### config.mk
export PLATFORM = sky130hd
export DESIGN_NAME = wdcp_top
export DESIGN_NICKNAME = d
export VERILOG_FILES = /design/src/design/wdcp_pkg.sv /design/src/design/wdcp_if.sv /design/src/design/wdcp_counter.sv /design/src/design/wdcp_top.sv
export VERILOG_INCLUDE_DIRS = /design/src /design/src/design
export SDC_FILE = /design/constraint.sdc
export NUM_CORES = 1
export LEC_CHECK = 0
export ABC_AREA = 1
export BUFFER_PORTS_ARGS = -buffer_cell sky130_fd_sc_hd__buf_2
export CORE_AREA = 2 2 95 97
export DETAILED_ROUTE_END_ITERATION = 7
export DIE_AREA = 0 0 97 99
export PLACE_DENSITY = 0.8
export SETUP_SLACK_MARGIN = 0.02
export SYNTH_ARGS = -nofsm -noshare
export SYNTH_HDL_FRONTEND = slang
export SYNTH_SLANG_ARGS = --single-unit
### constraint.sdc
create_clock -name i_clock -period 2.8 [get_ports i_clock]
set_input_delay 0.14 -clock i_clock [delete_from_list [all_inputs] [get_ports i_clock]]
set_output_delay 0.14 -clock i_clock [all_outputs]
set_load 0.01 [all_outputs]
### src/design/wdcp_map.svh
// Offsets, field positions, reset values and timing counts of the watchdog block
`ifndef WDCP_MAP_SVH
`define WDCP_MAP_SVH
`define WDCP_OFF_CTRL      8'h00
`define WDCP_OFF_STATUS    8'h01
`define WDCP_STATUS_RST    8'h00
`define WDCP_WIN_LSB       4
`define WDCP_PER_LSB       0
`define WDCP_LOCK_BIT      7
`define WDCP_SYNC_BIT      0
// Unlock key value is arbitrary
`define WDCP_IO_UNLOCK_KEY 8'h5A
`define WDCP_UNLOCK_INSTR  3'h4
`define WDCP_SYS_CLK_HZ    50000000
`define WDCP_WDT_CLK_HZ    1024
`define WDCP_TICK_CYCLES   (`WDCP_SYS_CLK_HZ / `WDCP_WDT_CLK_HZ)
`define WDCP_SYNC_LAST     1'b1
`define WDCP_LEN_BASE      14'h0004
`define WDCP_LEN_MAX       14'h2000
`define WDCP_CODE_MAX      4'hB
`endif

### src/design/wdcp_pkg.sv
// Types and helpers shared by the watchdog control and counter
`include "wdcp_map.svh"
package wdcp_pkg;

  // Counter phase in the slow domain
  typedef enum logic {
    WDCP_OPEN   = 1'b0,
    WDCP_CLOSED = 1'b1
  } wdcp_phase_e;

  // Control side state
  typedef struct packed {
    logic [7:0]  ctrl;
    logic        lock;
    logic        sync_pend;
    logic [2:0]  key_left;
    logic        boot_seen;
    logic [7:0]  rdata;
    logic [15:0] div;
    logic        tick;
    logic        cfg_req;
  } wdcp_ctl_s;

  // Counter side state
  typedef struct packed {
    wdcp_phase_e phase;
    logic [13:0] cnt;
    logic [7:0]  cfg;
    logic [7:0]  stage;
    logic        sync_busy;
    logic        sync_cnt;
    logic        svc_pend;
    logic        svc_sync;
    logic        bite;
    logic        ack;
  } wdcp_cnt_s;

  // code to length
  // Code to length in slow ticks; reserved codes saturate to the longest
  function automatic logic [13:0] wdcp_len(input logic [3:0] code);
    if (code == 4'h0) begin
      return 14'h0000;
    end else if (code > `WDCP_CODE_MAX) begin
      return `WDCP_LEN_MAX;
    end
    return `WDCP_LEN_BASE << code;
  endfunction

endpackage

### src/design/wdcp_if.sv
// Carrier between the register side and the slow-tick counter
`timescale 1ns/1ps
interface wdcp_if;
  logic       tick;
  logic       cfg_req;
  logic [7:0] cfg_data;
  logic [7:0] boot_cfg;
  logic       service;
  logic       debug;
  logic       cfg_ack;
  logic       bite;

  modport ctl (output tick, cfg_req, cfg_data, boot_cfg, service, debug,
               input cfg_ack, bite);
  modport cnt (input tick, cfg_req, cfg_data, boot_cfg, service, debug,
               output cfg_ack, bite);
endinterface

### src/design/wdcp_counter.sv
// Time-out and window counter running on the slow watchdog tick
`timescale 1ns/1ps
`include "wdcp_map.svh"
module wdcp_counter (
  // Clock and reset
  input  wire logic i_clock,
  input  wire logic i_rst,
  // Link to register side
  wdcp_if.cnt       ifc
);
  import wdcp_pkg::*;

  wdcp_cnt_s   st_reg;
  wdcp_cnt_s   st_next;
  logic [3:0]  per;
  logic [3:0]  win;
  logic        apply;

  assign per   = st_reg.cfg[`WDCP_PER_LSB +: 4];
  assign win   = st_reg.cfg[`WDCP_WIN_LSB +: 4];
  assign apply = ifc.tick && st_reg.sync_busy && (st_reg.sync_cnt == `WDCP_SYNC_LAST);

  assign ifc.bite    = st_reg.bite;
  assign ifc.cfg_ack = st_reg.ack;

  // Next state of the slow-domain counter
  always_comb begin
    st_next      = st_reg;
    st_next.bite = 1'b0;
    st_next.ack  = 1'b0;
    if (ifc.cfg_req) begin
      st_next.sync_busy = 1'b1;
      st_next.sync_cnt  = 1'b0;
      st_next.stage     = ifc.cfg_data;
    end
    if (ifc.service) begin
      st_next.svc_pend = 1'b1;
    end
    if (ifc.tick) begin
      st_next.svc_sync = st_reg.svc_pend;
      st_next.svc_pend = ifc.service;
      if (ifc.debug || per == 4'h0) begin
        st_next.cnt   = 14'h0000;
        st_next.phase = WDCP_OPEN;
      end else begin
        case (st_reg.phase)
          WDCP_OPEN: begin
            if (st_reg.svc_sync) begin
              st_next.cnt = 14'h0000;
              if (win != 4'h0) begin
                st_next.phase = WDCP_CLOSED;
              end
            end else if (st_reg.cnt + 14'h0001 >= wdcp_len(per)) begin
              st_next.bite = 1'b1;
              st_next.cnt  = 14'h0000;
            end else begin
              st_next.cnt = st_reg.cnt + 14'h0001;
            end
          end
          WDCP_CLOSED: begin
            if (st_reg.svc_sync) begin
              st_next.bite  = 1'b1;
              st_next.cnt   = 14'h0000;
              st_next.phase = WDCP_OPEN;
            end else if (st_reg.cnt + 14'h0001 >= wdcp_len(win)) begin
              st_next.cnt   = 14'h0000;
              st_next.phase = WDCP_OPEN;
            end else begin
              st_next.cnt = st_reg.cnt + 14'h0001;
            end
          end
          default: begin
            st_next.cnt   = 14'h0000;
            st_next.phase = WDCP_OPEN;
          end
        endcase
      end
      if (st_reg.sync_busy) begin
        st_next.sync_cnt = 1'b1;
      end
      if (apply) begin
        st_next.cfg       = st_reg.stage;
        st_next.sync_busy = 1'b0;
        st_next.ack       = 1'b1;
        st_next.cnt       = 14'h0000;
        st_next.phase     = WDCP_OPEN;
      end
    end
  end

  // Register; setting at reset comes from the fuse copy
  always_ff @(posedge i_clock) begin
    if (i_rst) begin
      st_reg           <= '0;
      st_reg.phase     <= WDCP_OPEN;
      st_reg.cfg       <= ifc.boot_cfg;
    end else begin
      st_reg <= st_next;
    end
  end

  property p_closed_bite;
    @(posedge i_clock) disable iff (i_rst)
      ifc.tick && st_reg.phase == WDCP_CLOSED && st_reg.svc_sync && !ifc.debug
      && per != 4'h0 |=> st_reg.bite;
  endproperty
  a_closed_bite: assert property (p_closed_bite) else $error("early service did not bite");

  property p_off_quiet;
    @(posedge i_clock) disable iff (i_rst)
      per == 4'h0 |=> !st_reg.bite;
  endproperty
  a_off_quiet: assert property (p_off_quiet) else $error("disabled watchdog bit");

  property p_timeout;
    @(posedge i_clock) disable iff (i_rst)
      ifc.tick && st_reg.phase == WDCP_OPEN && !st_reg.svc_sync && !ifc.debug
      && per != 4'h0 && st_reg.cnt + 14'h0001 >= wdcp_len(per) |=> st_reg.bite;
  endproperty
  a_timeout: assert property (p_timeout) else $error("missed time-out reset");

endmodule

### src/design/wdcp_top.sv
// Register, unlock and lock logic of the windowed watchdog
//
// Operation
// - Unlock key opens a four-instruction interval for one protected write.
// - Protected writes without a valid unlock leave contents unchanged.
// - Control at offset 0x00: closed window 7:4, time-out 3:0, protected.
// - Non-zero closed-window code enables window operation and its length.
// - Non-zero time-out code enables watchdog; zero keeps it off.
// - In window operation time-out code sets the open interval length.
// - Codes 0x1..0xB give 8 to 8K slow cycles; others reserved.
// - Lock set makes the whole control register read-only.
// - Lock at status bit 7 set by software, cleared only in debug.
// - Non-zero time-out after boot sets the lock automatically.
// - Writing the lock needs the unlock sequence.
// - Sync-pending at status bit 0 high while control crosses domains.
// - Sync-pending flag is not under the unlock mechanism.
// - Status at offset 0x01, resets to 0x00.
// - Control register loads from the boot fuse at reset.
// - Missing service within time-out gives a system reset; service restarts.
// - Service during the closed interval gives a system reset.
//
// The plain strobed port was left to the implementer.
`timescale 1ns/1ps
`include "wdcp_map.svh"
module wdcp_top #(
  parameter int TICK_DIV = `WDCP_TICK_CYCLES
) (
  // Clock and reset
  input  wire  logic       i_clock,
  input  wire  logic       i_rst,
  // Register port
  input  wire  logic [7:0] i_addr,
  input  wire  logic [7:0] i_wdata,
  input  wire  logic       i_wr,
  input  wire  logic       i_rd,
  output logic       [7:0] o_rdata,
  // Processor side
  input  wire  logic       i_key_wr,
  input  wire  logic [7:0] i_key_data,
  input  wire  logic       i_instr,
  input  wire  logic       i_service,
  input  wire  logic       i_debug,
  input  wire  logic       i_boot_done,
  input  wire  logic [7:0] i_fuse_cfg,
  // Status and system reset
  output logic             o_sync_pending,
  output logic             o_locked,
  output logic             o_enabled,
  output logic             o_window,
  output logic             o_sys_reset
);
  import wdcp_pkg::*;

  //--------------------------------------------------------------
  // State and link
  //--------------------------------------------------------------

  wdcp_ctl_s st_reg;
  wdcp_ctl_s st_next;
  wdcp_if    link ();
  logic      unlocked;
  logic      key_ok;
  logic      wr_ctrl;
  logic      wr_stat;
  logic      ctrl_take;

  // Decoded strobes, shared by logic and checks
  assign unlocked  = st_reg.key_left != 3'h0;
  assign key_ok    = i_key_wr && (i_key_data == `WDCP_IO_UNLOCK_KEY);
  assign wr_ctrl   = i_wr && (i_addr == `WDCP_OFF_CTRL);
  assign wr_stat   = i_wr && (i_addr == `WDCP_OFF_STATUS);
  assign ctrl_take = wr_ctrl && unlocked && !st_reg.lock && !st_reg.sync_pend;

  // Link drive; fuse copy lets the counter start with the same setting
  assign link.tick     = st_reg.tick;
  assign link.cfg_req  = st_reg.cfg_req;
  assign link.cfg_data = st_reg.ctrl;
  assign link.boot_cfg = i_fuse_cfg;
  assign link.service  = i_service;
  assign link.debug    = i_debug;

  //--------------------------------------------------------------
  // Slow-domain counter
  //--------------------------------------------------------------

  wdcp_counter u_counter (
    .i_clock (i_clock),
    .i_rst   (i_rst),
    .ifc     (link.cnt)
  );

  //--------------------------------------------------------------
  // Next state
  //--------------------------------------------------------------

  // One process for divider, unlock, registers and read data
  always_comb begin
    st_next         = st_reg;
    st_next.tick    = 1'b0;
    st_next.cfg_req = 1'b0;
    st_next.rdata   = 8'h00;

    if (st_reg.div == 16'(TICK_DIV - 1)) begin
      st_next.div  = 16'h0000;
      st_next.tick = 1'b1;
    end else begin
      st_next.div = st_reg.div + 16'h0001;
    end

    if (key_ok) begin
      st_next.key_left = `WDCP_UNLOCK_INSTR;
    end else if (i_instr && unlocked) begin
      st_next.key_left = st_reg.key_left - 3'h1;
    end

    if (ctrl_take) begin
      st_next.ctrl      = i_wdata;
      st_next.sync_pend = 1'b1;
      st_next.cfg_req   = 1'b1;
      st_next.key_left  = 3'h0;
    end

    if (link.cfg_ack) begin
      st_next.sync_pend = 1'b0;
    end

    if (wr_stat && unlocked) begin
      st_next.key_left = 3'h0;
      if (i_wdata[`WDCP_LOCK_BIT]) begin
        st_next.lock = 1'b1;
      end else if (i_debug) begin
        st_next.lock = 1'b0;
      end
    end

    if (i_boot_done && !st_reg.boot_seen) begin
      st_next.boot_seen = 1'b1;
      if (st_reg.ctrl[`WDCP_PER_LSB +: 4] != 4'h0) begin
        st_next.lock = 1'b1;
      end
    end

    if (i_rd) begin
      case (i_addr)
        `WDCP_OFF_CTRL: begin
          st_next.rdata = st_reg.ctrl;
        end
        `WDCP_OFF_STATUS: begin
          st_next.rdata = `WDCP_STATUS_RST;
          st_next.rdata[`WDCP_LOCK_BIT] = st_reg.lock;
          st_next.rdata[`WDCP_SYNC_BIT] = st_reg.sync_pend;
        end
        default: begin
          st_next.rdata = 8'h00;
        end
      endcase
    end
  end

  //--------------------------------------------------------------
  // State register
  //--------------------------------------------------------------

  always_ff @(posedge i_clock) begin
    if (i_rst) begin
      st_reg      <= '0;
      st_reg.ctrl <= i_fuse_cfg;
    end else begin
      st_reg <= st_next;
    end
  end

  //--------------------------------------------------------------
  // Outputs
  //--------------------------------------------------------------

  assign o_rdata        = st_reg.rdata;
  assign o_sync_pending = st_reg.sync_pend;
  assign o_locked       = st_reg.lock;
  assign o_enabled      = st_reg.ctrl[`WDCP_PER_LSB +: 4] != 4'h0;
  assign o_window       = st_reg.ctrl[`WDCP_WIN_LSB +: 4] != 4'h0;
  assign o_sys_reset    = link.bite;

  //--------------------------------------------------------------
  // Checks
  //--------------------------------------------------------------

  property p_no_key;
    @(posedge i_clock) disable iff (i_rst)
      wr_ctrl && !unlocked |=> $stable(st_reg.ctrl);
  endproperty
  a_no_key: assert property (p_no_key) else $error("control changed without unlock");

  property p_locked;
    @(posedge i_clock) disable iff (i_rst)
      wr_ctrl && st_reg.lock |=> st_reg.ctrl == $past(st_reg.ctrl);
  endproperty
  a_locked: assert property (p_locked) else $error("locked control changed");

  property p_unlock_take;
    @(posedge i_clock) disable iff (i_rst)
      key_ok ##1 (wr_ctrl && !st_reg.lock && !st_reg.sync_pend)
      |=> st_reg.ctrl == $past(i_wdata) && st_reg.sync_pend;
  endproperty
  a_unlock_take: assert property (p_unlock_take) else $error("unlocked write not taken");

  property p_lock_fall;
    @(posedge i_clock) disable iff (i_rst)
      $fell(st_reg.lock) |-> $past(i_debug) && $past(wr_stat);
  endproperty
  a_lock_fall: assert property (p_lock_fall) else $error("lock cleared outside debug");

  property p_boot_lock;
    @(posedge i_clock) disable iff (i_rst)
      i_boot_done && !st_reg.boot_seen && o_enabled |=> st_reg.lock;
  endproperty
  a_boot_lock: assert property (p_boot_lock) else $error("boot did not lock");

  property p_status_read;
    @(posedge i_clock) disable iff (i_rst)
      i_rd && i_addr == `WDCP_OFF_STATUS
      |=> o_rdata == {$past(st_reg.lock), 6'h00, $past(st_reg.sync_pend)};
  endproperty
  a_status_read: assert property (p_status_read) else $error("status read wrong");

  //--------------------------------------------------------------
  // Handshake, unlock, lock and read checks
  //--------------------------------------------------------------

  property p_sync_rise;
    @(posedge i_clock) disable iff (i_rst)
      ctrl_take |=> st_reg.sync_pend;
  endproperty
  a_sync_rise: assert property (p_sync_rise) else $error("sync flag did not rise");

  property p_sync_clear;
    @(posedge i_clock) disable iff (i_rst)
      link.cfg_ack |=> !st_reg.sync_pend;
  endproperty
  a_sync_clear: assert property (p_sync_clear) else $error("sync flag did not clear");

  property p_sync_hold;
    @(posedge i_clock) disable iff (i_rst)
      st_reg.sync_pend && !link.cfg_ack |=> st_reg.sync_pend;
  endproperty
  a_sync_hold: assert property (p_sync_hold) else $error("sync flag fell early");

  property p_busy_drop;
    @(posedge i_clock) disable iff (i_rst)
      wr_ctrl && st_reg.sync_pend |=> $stable(st_reg.ctrl);
  endproperty
  a_busy_drop: assert property (p_busy_drop) else $error("control changed while crossing");

  property p_lock_hold;
    @(posedge i_clock) disable iff (i_rst)
      st_reg.lock && !i_debug |=> st_reg.lock;
  endproperty
  a_lock_hold: assert property (p_lock_hold) else $error("lock fell outside debug");

  property p_lock_nokey;
    @(posedge i_clock) disable iff (i_rst)
      wr_stat && !unlocked && !(i_boot_done && !st_reg.boot_seen) |=> $stable(st_reg.lock);
  endproperty
  a_lock_nokey: assert property (p_lock_nokey) else $error("lock changed without unlock");

  property p_key_load;
    @(posedge i_clock) disable iff (i_rst)
      key_ok && !ctrl_take && !(wr_stat && unlocked)
      |=> st_reg.key_left == `WDCP_UNLOCK_INSTR;
  endproperty
  a_key_load: assert property (p_key_load) else $error("unlock interval not loaded");

  property p_key_close;
    @(posedge i_clock) disable iff (i_rst)
      ctrl_take |=> st_reg.key_left == 3'h0;
  endproperty
  a_key_close: assert property (p_key_close) else $error("unlock interval left open");

  property p_ctrl_read;
    @(posedge i_clock) disable iff (i_rst)
      i_rd && i_addr == `WDCP_OFF_CTRL |=> o_rdata == $past(st_reg.ctrl);
  endproperty
  a_ctrl_read: assert property (p_ctrl_read) else $error("control read wrong");

  property p_rdata_idle;
    @(posedge i_clock) disable iff (i_rst)
      !i_rd |=> o_rdata == 8'h00;
  endproperty
  a_rdata_idle: assert property (p_rdata_idle) else $error("read data not idle");

endmodule

; ---- Word-level counts from Yosys, hierarchy flattened
; Index checks and enable logic that the tools add are counted.
; W data, S select, Z words.
[word_totals]
register_bits = 77
latchBits = 0
mem_bits_rw = 0
romBits = 0
input_bits = 41
out_inout_bits = 13
elab_cells = 137
mem_count = 0
[op_classes]
add_sub_neg = 3
multipliers = 0
n_div = 0
magnitude_cmp = 4
n_eq_ne = 3
shifts = 2
muxes = 67
bitwise = 3
n_reduce_logical = 35
[op_table]
columns = op, count
row1 = $mux W14, 17
row2 = $mux W40, 1
row3 = $mux W1, 32
row4 = $mux W15, 2
row5 = $pmux W15 S2, 1
row6 = $ge A14 B14 Y1, 2
row7 = $shl A3 B4 Y14 const A, 2
row8 = $mux W8, 3
row9 = $mux W23, 1
row10 = $mux W22, 1
row11 = $add A16 B1 Y16 const B, 1
row12 = $eq A16 B16 Y1 const B, 1
row13 = $mux W16, 1
row14 = $pmux W8 S2, 1
row15 = $add A14 B1 Y14 const B, 1
row16 = $reduce_bool A4 Y1, 3
row17 = $logic_and A1 B1 Y1, 11
row18 = $mux W10, 1
row19 = $reduce_bool A2 Y1, 5
row20 = $mux W3, 3
row21 = $eq A8 B1 Y1 const B, 1
row22 = $eq A8 B7 Y1 const B, 1
row23 = $gt A4 B4 Y1 const B, 2
row24 = $logic_not A4 Y1, 2
row25 = 13 further kinds, 21

; ---- Longest topological paths before layout
; Gate-level depths: netlist of run 1.
[logic_depth]
word_depth = 20
mapped_depth = 24
ltp_nobuf = 23

; ---- Modules after synthesis
; From an unflattened synthesis of run 1, not the netlist that was laid out.
[hier_totals]
cells_unflattened = 609
area_unflattened_um2 = 4499.3
[by_module_without_submodules]
columns = module, instances, cells_each, area_per_inst_um2, seq_area_each_um2
row1 = wdcp_counter, 1, 365, 2586.2, 820.8
row2 = wdcp_top, 1, 244, 1913.1, 880.8

; ---- Worst setup path after synthesis of run 1
; No wires, ideal clock.
[synth_path]
path_kind = reg2reg
startpoint = register u_counter.st_reg[24] (netlist name)
endpoint = register u_counter.st_reg[33] (netlist name)
setup_ns = 0.138
arrival_ns = 2.492
t_required_ns = 2.662
path_slack_ns = 0.170
path_stages_with_launch = 23
path_buffers = 1
synth_period_minus_slack_ns = 2.630
cell_sequence = dfxtp_1 nand3_1 nor2_1 inv_2 nor2_2 inv_2 nor2_1 inv_1 nor2_1 nand3_1 nand2_1 inv_1 ha_1 nand2_1 nor2_1 nand3_1 nor3_1 nor2_1 nand2_1 nand2_4 buf_12 nand3_2 a21oi_2
[synth_between]
elab_chain_len = 7
word_cells_on_any_way = 10
classes_between = 1 x add/sub / 2 x order compare / 7 x mux
[synth_rtl]
columns = item, line
row1 = "start, declared", wdcp_counter.sv:13  ; wdcp_cnt_s st_reg;
row2 = "start signal, assigned", wdcp_counter.sv:98  ; st_reg <= st_next;
row3 = $add A14 B1 Y14 *, n/a
row4 = $ge A14 B14 Y1 (on tied branches), "wdcp_counter.sv:65, wdcp_counter.sv:53"
row5 = $mux W14 (on tied branches), "wdcp_counter.sv:65, wdcp_counter.sv:53"
row6 = $mux W15 / $mux W14 (equally long branches), "wdcp_counter.sv:61, wdcp_counter.sv:48"
row7 = $pmux W15 S2 *, wdcp_counter.sv:46  ; case (st_reg.phase)
row8 = $mux W15 *, wdcp_counter.sv:42  ; if (ifc.debug || per == 4'h0) begin
row9 = $mux W23 *, wdcp_counter.sv:81  ; if (apply) begin
; Mark *: on every way between the ends. The rest lies on a longest branch, timed or not. The select of a mux whose other input is x is not followed.
; A chain may end at the register's enable or synchronous reset.

; ---- Final worst setup path of run 1
[layout_path]
startpoint = register u_counter.st_reg[23] (netlist name)
endpoint = register u_counter.st_reg[24] (netlist name)
; Same word-level chain as after synthesis.

==> metrics, run 1 <==
Tot GR Track Use 0.216; area leader, netlist dfxtp_1; gr ovfl total 0; XOR/XNOR Fraction of Synth Area 0.0177; antenna-violating nets left 0; vias in the first global route 3868; GR Layer Usage met1 0.285; top cell types by occurrence after synthesis nand2_1 (160), inv_1 (76), nor2_1 (68), dfxtp_1 (61), a21oi_1 (29); post-synthesis adder-cell area fraction 0.0675; crit end category register; yosys synthesis warning count 0; Area growth, synth to finish 22.1%; full die area between 9000 and 10000 sq um; HP Class in2reg; grt met3 use 0.0340; mapped cell area 4450 sq um; Fin. Hold Viols 0; clk_skew about 14 ps; die width 97 um; Area after DPL 4800 sq um; Critical Path RT just over 3000 ps; Final Power approximately 0.0023 W; fmax 0.348 GHz; final instance area 5430 sq um; mux contribution to synthesized area 0; post-route minimum period 2870 ps; die height 99 um; Arrival @ worst endpoint 3100 ps; RSZ-0062 raised after global routing yes; area share of and/or/nand/nor cells after synthesis 0.342; most frequent CP cell inv_2; CP Launch Type register; I/O pin cnt 54; worst r2r dst u_counter.st_reg[24]; crit-path max FO 7; initial antenna violation count 0; final period utilization 1.03; DRC viols 0; Seq/Total Area, Yosys 0.382; DR vias 4154; cts bufs inserted 9; met2 Resource Use GR 0.362; min setup slack post-route -73.9 ps; WP buf/inv 4; Sum Neg Setup Slack -830 ps; count leader, synth nand2_1; Nets 740; Crit path largest cell delay 390 ps; post-synthesis cell count 606; Critical Path, Cell by Cell nand3_4, nor2_4, inv_2, nor2_4, inv_2, nor2_4, nand2_2, nor3_2, xnor2_1, inv_2, ha_4, nand2_1, nor2_1, nand3_1, nand2_1, inv_2, nand2_4, nand2_8, nand3_2, a21oi_1; Power Dens Cells 426 nW/um^2; synthesized flop and latch total 77; Post-synth ARST share 0; ANT cells 0; # port buffers 53; Slew @ Worst Pin 625 ps; initial drt markers 345; hold_buf cts 0; kind of critical path reg2reg; post-DP HPWL 7410 um; GRT Max-Usage Layer met2; TritonCTS clock tree built; crit path to u_counter.st_reg[24]; worst vdd ir 279 uV; Area contributors post-synth dfxtp_1 (27%), nand2_1 (13%), edfxtp_1 (11%); CP Launch Point u_counter.st_reg[23]; EDFF count, synth 16; clock latency on the worst-skew pair ~360 ps; share of cells above drive strength 1 0.271; Final Util 0.635; Synth top area share 0.274; largest family of logic cells by synthesized area simple AND/OR/NAND/NOR gates; Initial Utilization 0.520; Top FF cell, synth dfxtp_1; Routed WL 11000 um; Synth cell types 40; via density per instance between 5 and 6; pre-CTS setup slack -65.7 ps; clock slew at reported path FFs 90 ps; CP delay by family, top simple AND/OR/NAND/NOR gates; outcome complete, but fails checks; first-pass GRT wire length 17200 um; Fillers 685; R2R cell count 20; Syn Area/Cell 7.34 sq um; Detailed Routing Iterations Pass 1 6; routed len/inst 13.9 um; critical path depth 20; pin count of the biggest net entering global routing 32; leakage power total 2.42 nW; Rows 34; Reg2Reg Setup Slack -70 ps; max-cap violation count 0; final setup fails 15; core area 8550 sq um; relative slew slack 0.579; Placer Congestion 0.890; Slew Viols, Final 0; deepest clock path buffer count 2; Max H-tree Level 3; clock sinks 77; CP max-delay cell dfxtp_4; violated checks negative setup slack; Largest register FFs 31; clock root buffer clkbuf_8; Compound-Gate Fraction of Synth Area 0.0928; RR Startpoint u_counter.st_reg[23]
## logic make-up (layout without fill, tap and decap cells)
group           count (synthesis)  after routing
compound gates                 68             68
xor+xnor                        9              9
fa+ha+maj                      24             24
buf+inv                       100            172
flops                          77             77
other cells                     1              2
simple gates                  327            328
## worst min path at each step
stage | startpoint | endpoint | slack, ps | cells after the start
3_3_place_gp | i_boot_done | st_reg[26] | 370 | 3
6_report | i_boot_done | st_reg[26] | 10 | 3
5_1_grt | i_boot_done | st_reg[26] | 50 | 3
2_1_floorplan | i_boot_done | st_reg[26] | 260 | 2
3_5_place_dp | i_boot_done | st_reg[26] | 370 | 3
4_1_cts | i_boot_done | st_reg[26] | 3 | 3
## where the power goes
group / switching [W] / internal, W
logic: 0.000184 / 0.000110
clock network: 0.000479 / 0.000342
registers: 0.0000258 / 0.00117
total: 0.000689 / 0.00162
## metal layers
layer | up-vias | part of all wire
met5 | - | 0
met4 | 0 | 0.017
met3 | 26 | 0.050
met2 | 119 | 0.50
met1 | 1927 | 0.43
li1 | 2082 | -
## what timing repair did
item	4_1_cts	5_1_grt
cloned	2	0
endpoints found under the setup margin	15	16
pin swaps	3	30
resized for setup	11	60
setup buffers	2	12
## worst min-delay path: stages
cell	delay (ps)
buf_2	90
nor2_1	30
nor2_1	70
## cells in the final DEF (no fill, tap or decap), drive strengths merged, types with 16 or more instances in the layout
cell,instances
nand2,171
a21oi,40
edfxtp,16
nor3,23
dfxtp,61
inv,82
nor2,72
buf,76
nand3,38
ha,24
## layout make-up
type	instances	area, sq um	area share
multi-input combinational	431	2620	0.482
sequential	77	1710	0.315
tap	108	135	0.0249
clock inverter	7	66.3	0.0122
inverter	80	303	0.0557
clock buffer	9	124	0.0228
timing repair buffer	76	473	0.0871
## through the flow
stage / instances / hold slack (ps)
2_1_floorplan: 607 / 256
3_3_place_gp: 757 / 369
3_5_place_dp: 757 / 373
4_1_cts: 777 / 2.78
5_1_grt: 788 / 52.7
6_report: 788 / 12.5
Note: power is estimated with default switching activity, not from simulation.
==> run 2, diff against run 1 <==
--- a/config.mk
+++ b/config.mk
@@ -12,7 +12,9 @@
 export DETAILED_ROUTE_END_ITERATION = 7
 export DIE_AREA = 0 0 97 99
 export PLACE_DENSITY = 0.8
+export REMOVE_ABC_BUFFERS = 1
 export SETUP_SLACK_MARGIN = 0.02
+export SKIP_CTS_REPAIR_TIMING = 1
 export SYNTH_ARGS = -nofsm -noshare
 export SYNTH_HDL_FRONTEND = slang
 export SYNTH_SLANG_ARGS = --single-unit
==> run 2 against run 1 <==
Effect of this change:
- the run now ends clean
- combinational power up 2%
- non-clock buffer count down 6
- sequential power about the same
- via count up 0.14%
- critical endpoint unchanged
- largest power group unchanged
==> metrics, run 2 (synthesis results as in run 1) <==
CP Launch Type register; leakage power total 2.43 nW (+0.15%); hold_ws 13.1 ps (+0.602 ps); placed cell count 759 (+0.26%); worst vdd ir 330 uV (+18%); Final Power 0.00237 W (+2.5%); routed len/inst 14.5 um (+3.6%); max-cap violation count 0 (unchanged); die width 97 um (unchanged); pin count of the biggest net entering global routing 32 (unchanged); initial antenna violation count 0 (unchanged); most frequent cells in the layout nand2_1 (152), inv_1 (70), nor2_1 (60), dfxtp_1 (57), buf_2 (53); final setup fails 0 (-15); Clock power frac 0.368 (+0.013); Switching Fraction 0.279 (-0.0182); core area 8550 sq um (unchanged); crit end category register; Non-Filler Instances 782 (-0.76%); Detailed Routing Iterations Pass 1 5 (-1); RSZ-0062 raised after global routing yes; HP Class in2reg; P_sw 0.000663 W (-3.7%); Fin. Hold Viols 0 (unchanged); Placer Congestion 0.949 (+6.6%); min setup slack post-route 24.3 ps (+98.2 ps); antenna-violating nets left 0 (unchanged); final period utilization 0.991 (-0.0351); clock slew at reported path FFs 90 ps (about the same); DR vias 4160 (+0.14%); die height 99 um (unchanged); kind of critical path reg2reg; full die area 9600 sq um (unchanged); cts bufs inserted 9 (unchanged); internal power 0.00171 W (+5.2%); fmax 0.360 GHz (+3.5%); outcome finished clean; commonest non-fill, non-tap cell in the layout nand2_1; Rows 34 (unchanged); DRC viols 0 (unchanged); relative slew slack 0.531 (-0.0485); pre-CTS setup slack -106 ps (-39.9 ps); Area growth, synth to finish 21.8%; register share of total power 0.506 (-0.012); Tot GR Track Use 0.220 (+0.00397); share of cells above drive strength 1 0.272 (+0.000925); initial drt markers 404 (+17%); first-pass GRT wire length 17600 um (+2.2%); I/O pin cnt 54 (unchanged); R2R cell count 20 (unchanged); worst r2r dst u_counter.st_reg[24]; crit-path max FO 7 (unchanged); Routed WL 11300 um (+2.9%); # port buffers 53 (unchanged); crit path to u_counter.st_reg[24]; deepest clock path buffer count 2 (unchanged); Arrival @ worst endpoint 3010 ps (-90 ps); TritonCTS clock tree built; Initial Utilization 0.520 (unchanged); clk_skew 17.1 ps (+2.72 ps); Reg2Reg Setup Slack 20 ps (+100 ps); clock root buffer clkbuf_8; vias in the first global route 3949 (+2.1%); CP Launch Point u_counter.st_reg[22]; clock sinks 77 (unchanged); hold path depth 3 (unchanged); clock latency on the worst-skew pair 360 ps (about the same); RR Startpoint u_counter.st_reg[22]; Slew Viols, Final 0 (unchanged); post-route minimum period 2780 ps (-98.2 ps); Critical Path RT 3040 ps (+20 ps); post-DP HPWL 7780 um (+5.0%); Slew @ Worst Pin 701 ps (+75.9 ps); Power Dens Cells 438 nW/um^2 (+2.8%); ANT cells 0 (unchanged); Largest register FFs 31 (unchanged); via density per instance 5.32 (+0.91%); Max H-tree Level 3 (unchanged); Comb pwr share 0.127 (about the same); Nets 734 (-0.81%); gr ovfl total 0 (unchanged)
-- run 2: worst min path at each step --
stage | to | start
detailed placement | u_counter.st_reg[3] | i_service
CTS | st_reg[26] | i_boot_done
global route | st_reg[26] | i_boot_done
global placement | st_reg[26] | i_boot_done
finish | st_reg[26] | i_boot_done
floorplan | u_counter.st_reg[25] | i_rst
-- run 2: layout make-up --
type | instances | area (sq um)
clock buffer | 9 | 124
clock inverter | 7 | 78.8
fill | 685 | 3130
inverter | 80 | 303
multi-input combinational | 431 | 2650
sequential | 77 | 1710
tap | 108 | 135
timing repair buffer | 70 | 423
-- run 2: through the flow --
| step | instance area, sq um | setup TNS [ps] | util |
|---|---|---|---|
| 3_5_place_dp | 4820 | -1220 | 0.564 |
| 6_report | 5420 | 0 | 0.634 |
| 5_1_grt | 5420 | -1790 | 0.634 |
| 3_3_place_gp | 4820 | 0 | 0.564 |
| 2_1_floorplan | 4320 | 0 | - |
| 4_1_cts | 5020 | -1760 | 0.587 |
-- run 2: power by group through the flow --
stage | sequential, W | combinational [W] | clock (W)
6_report | 0.00120 | 0.000301 | 0.000872
5_1_grt | 0.00120 | 0.000342 | 0.000938
4_1_cts | 0.00120 | 0.000267 | 0.000882
3_5_place_dp | 0.00123 | 0.000264 | 0
3_3_place_gp | 0.00122 | 0.000248 | 0
2_1_floorplan | 0.00122 | 0.000171 | 0
-- run 2: metal layers --
| layer | up-vias | track usage | wire [um] |
|---|---|---|---|
| met3 | 13 | 0.0418 | 680 |
| met1 | 1913 | 0.274 | 4750 |
| met2 | 162 | 0.393 | 5750 |
| li1 | 2072 | - | - |
| met4 | 0 | 0.0542 | 116 |
| met5 | - | 0 | 0 |
-- run 2: critical path: stages, from the launching register on --
cell and delay (ps):
dfxtp_4 400, nand3_4 90, nor2_4 110, inv_2 70
nor2_4 130, inv_2 60, nor2_4 140, nand2_2 90
nor3_4 220, xnor2_2 160, inv_2 90, ha_4 310
nand2_2 60, nor2_2 110, nand3_1 80, nand2_1 80
inv_2 40, nand2_4 130, nand2_8 100, nand3_2 110
a21oi_2 50
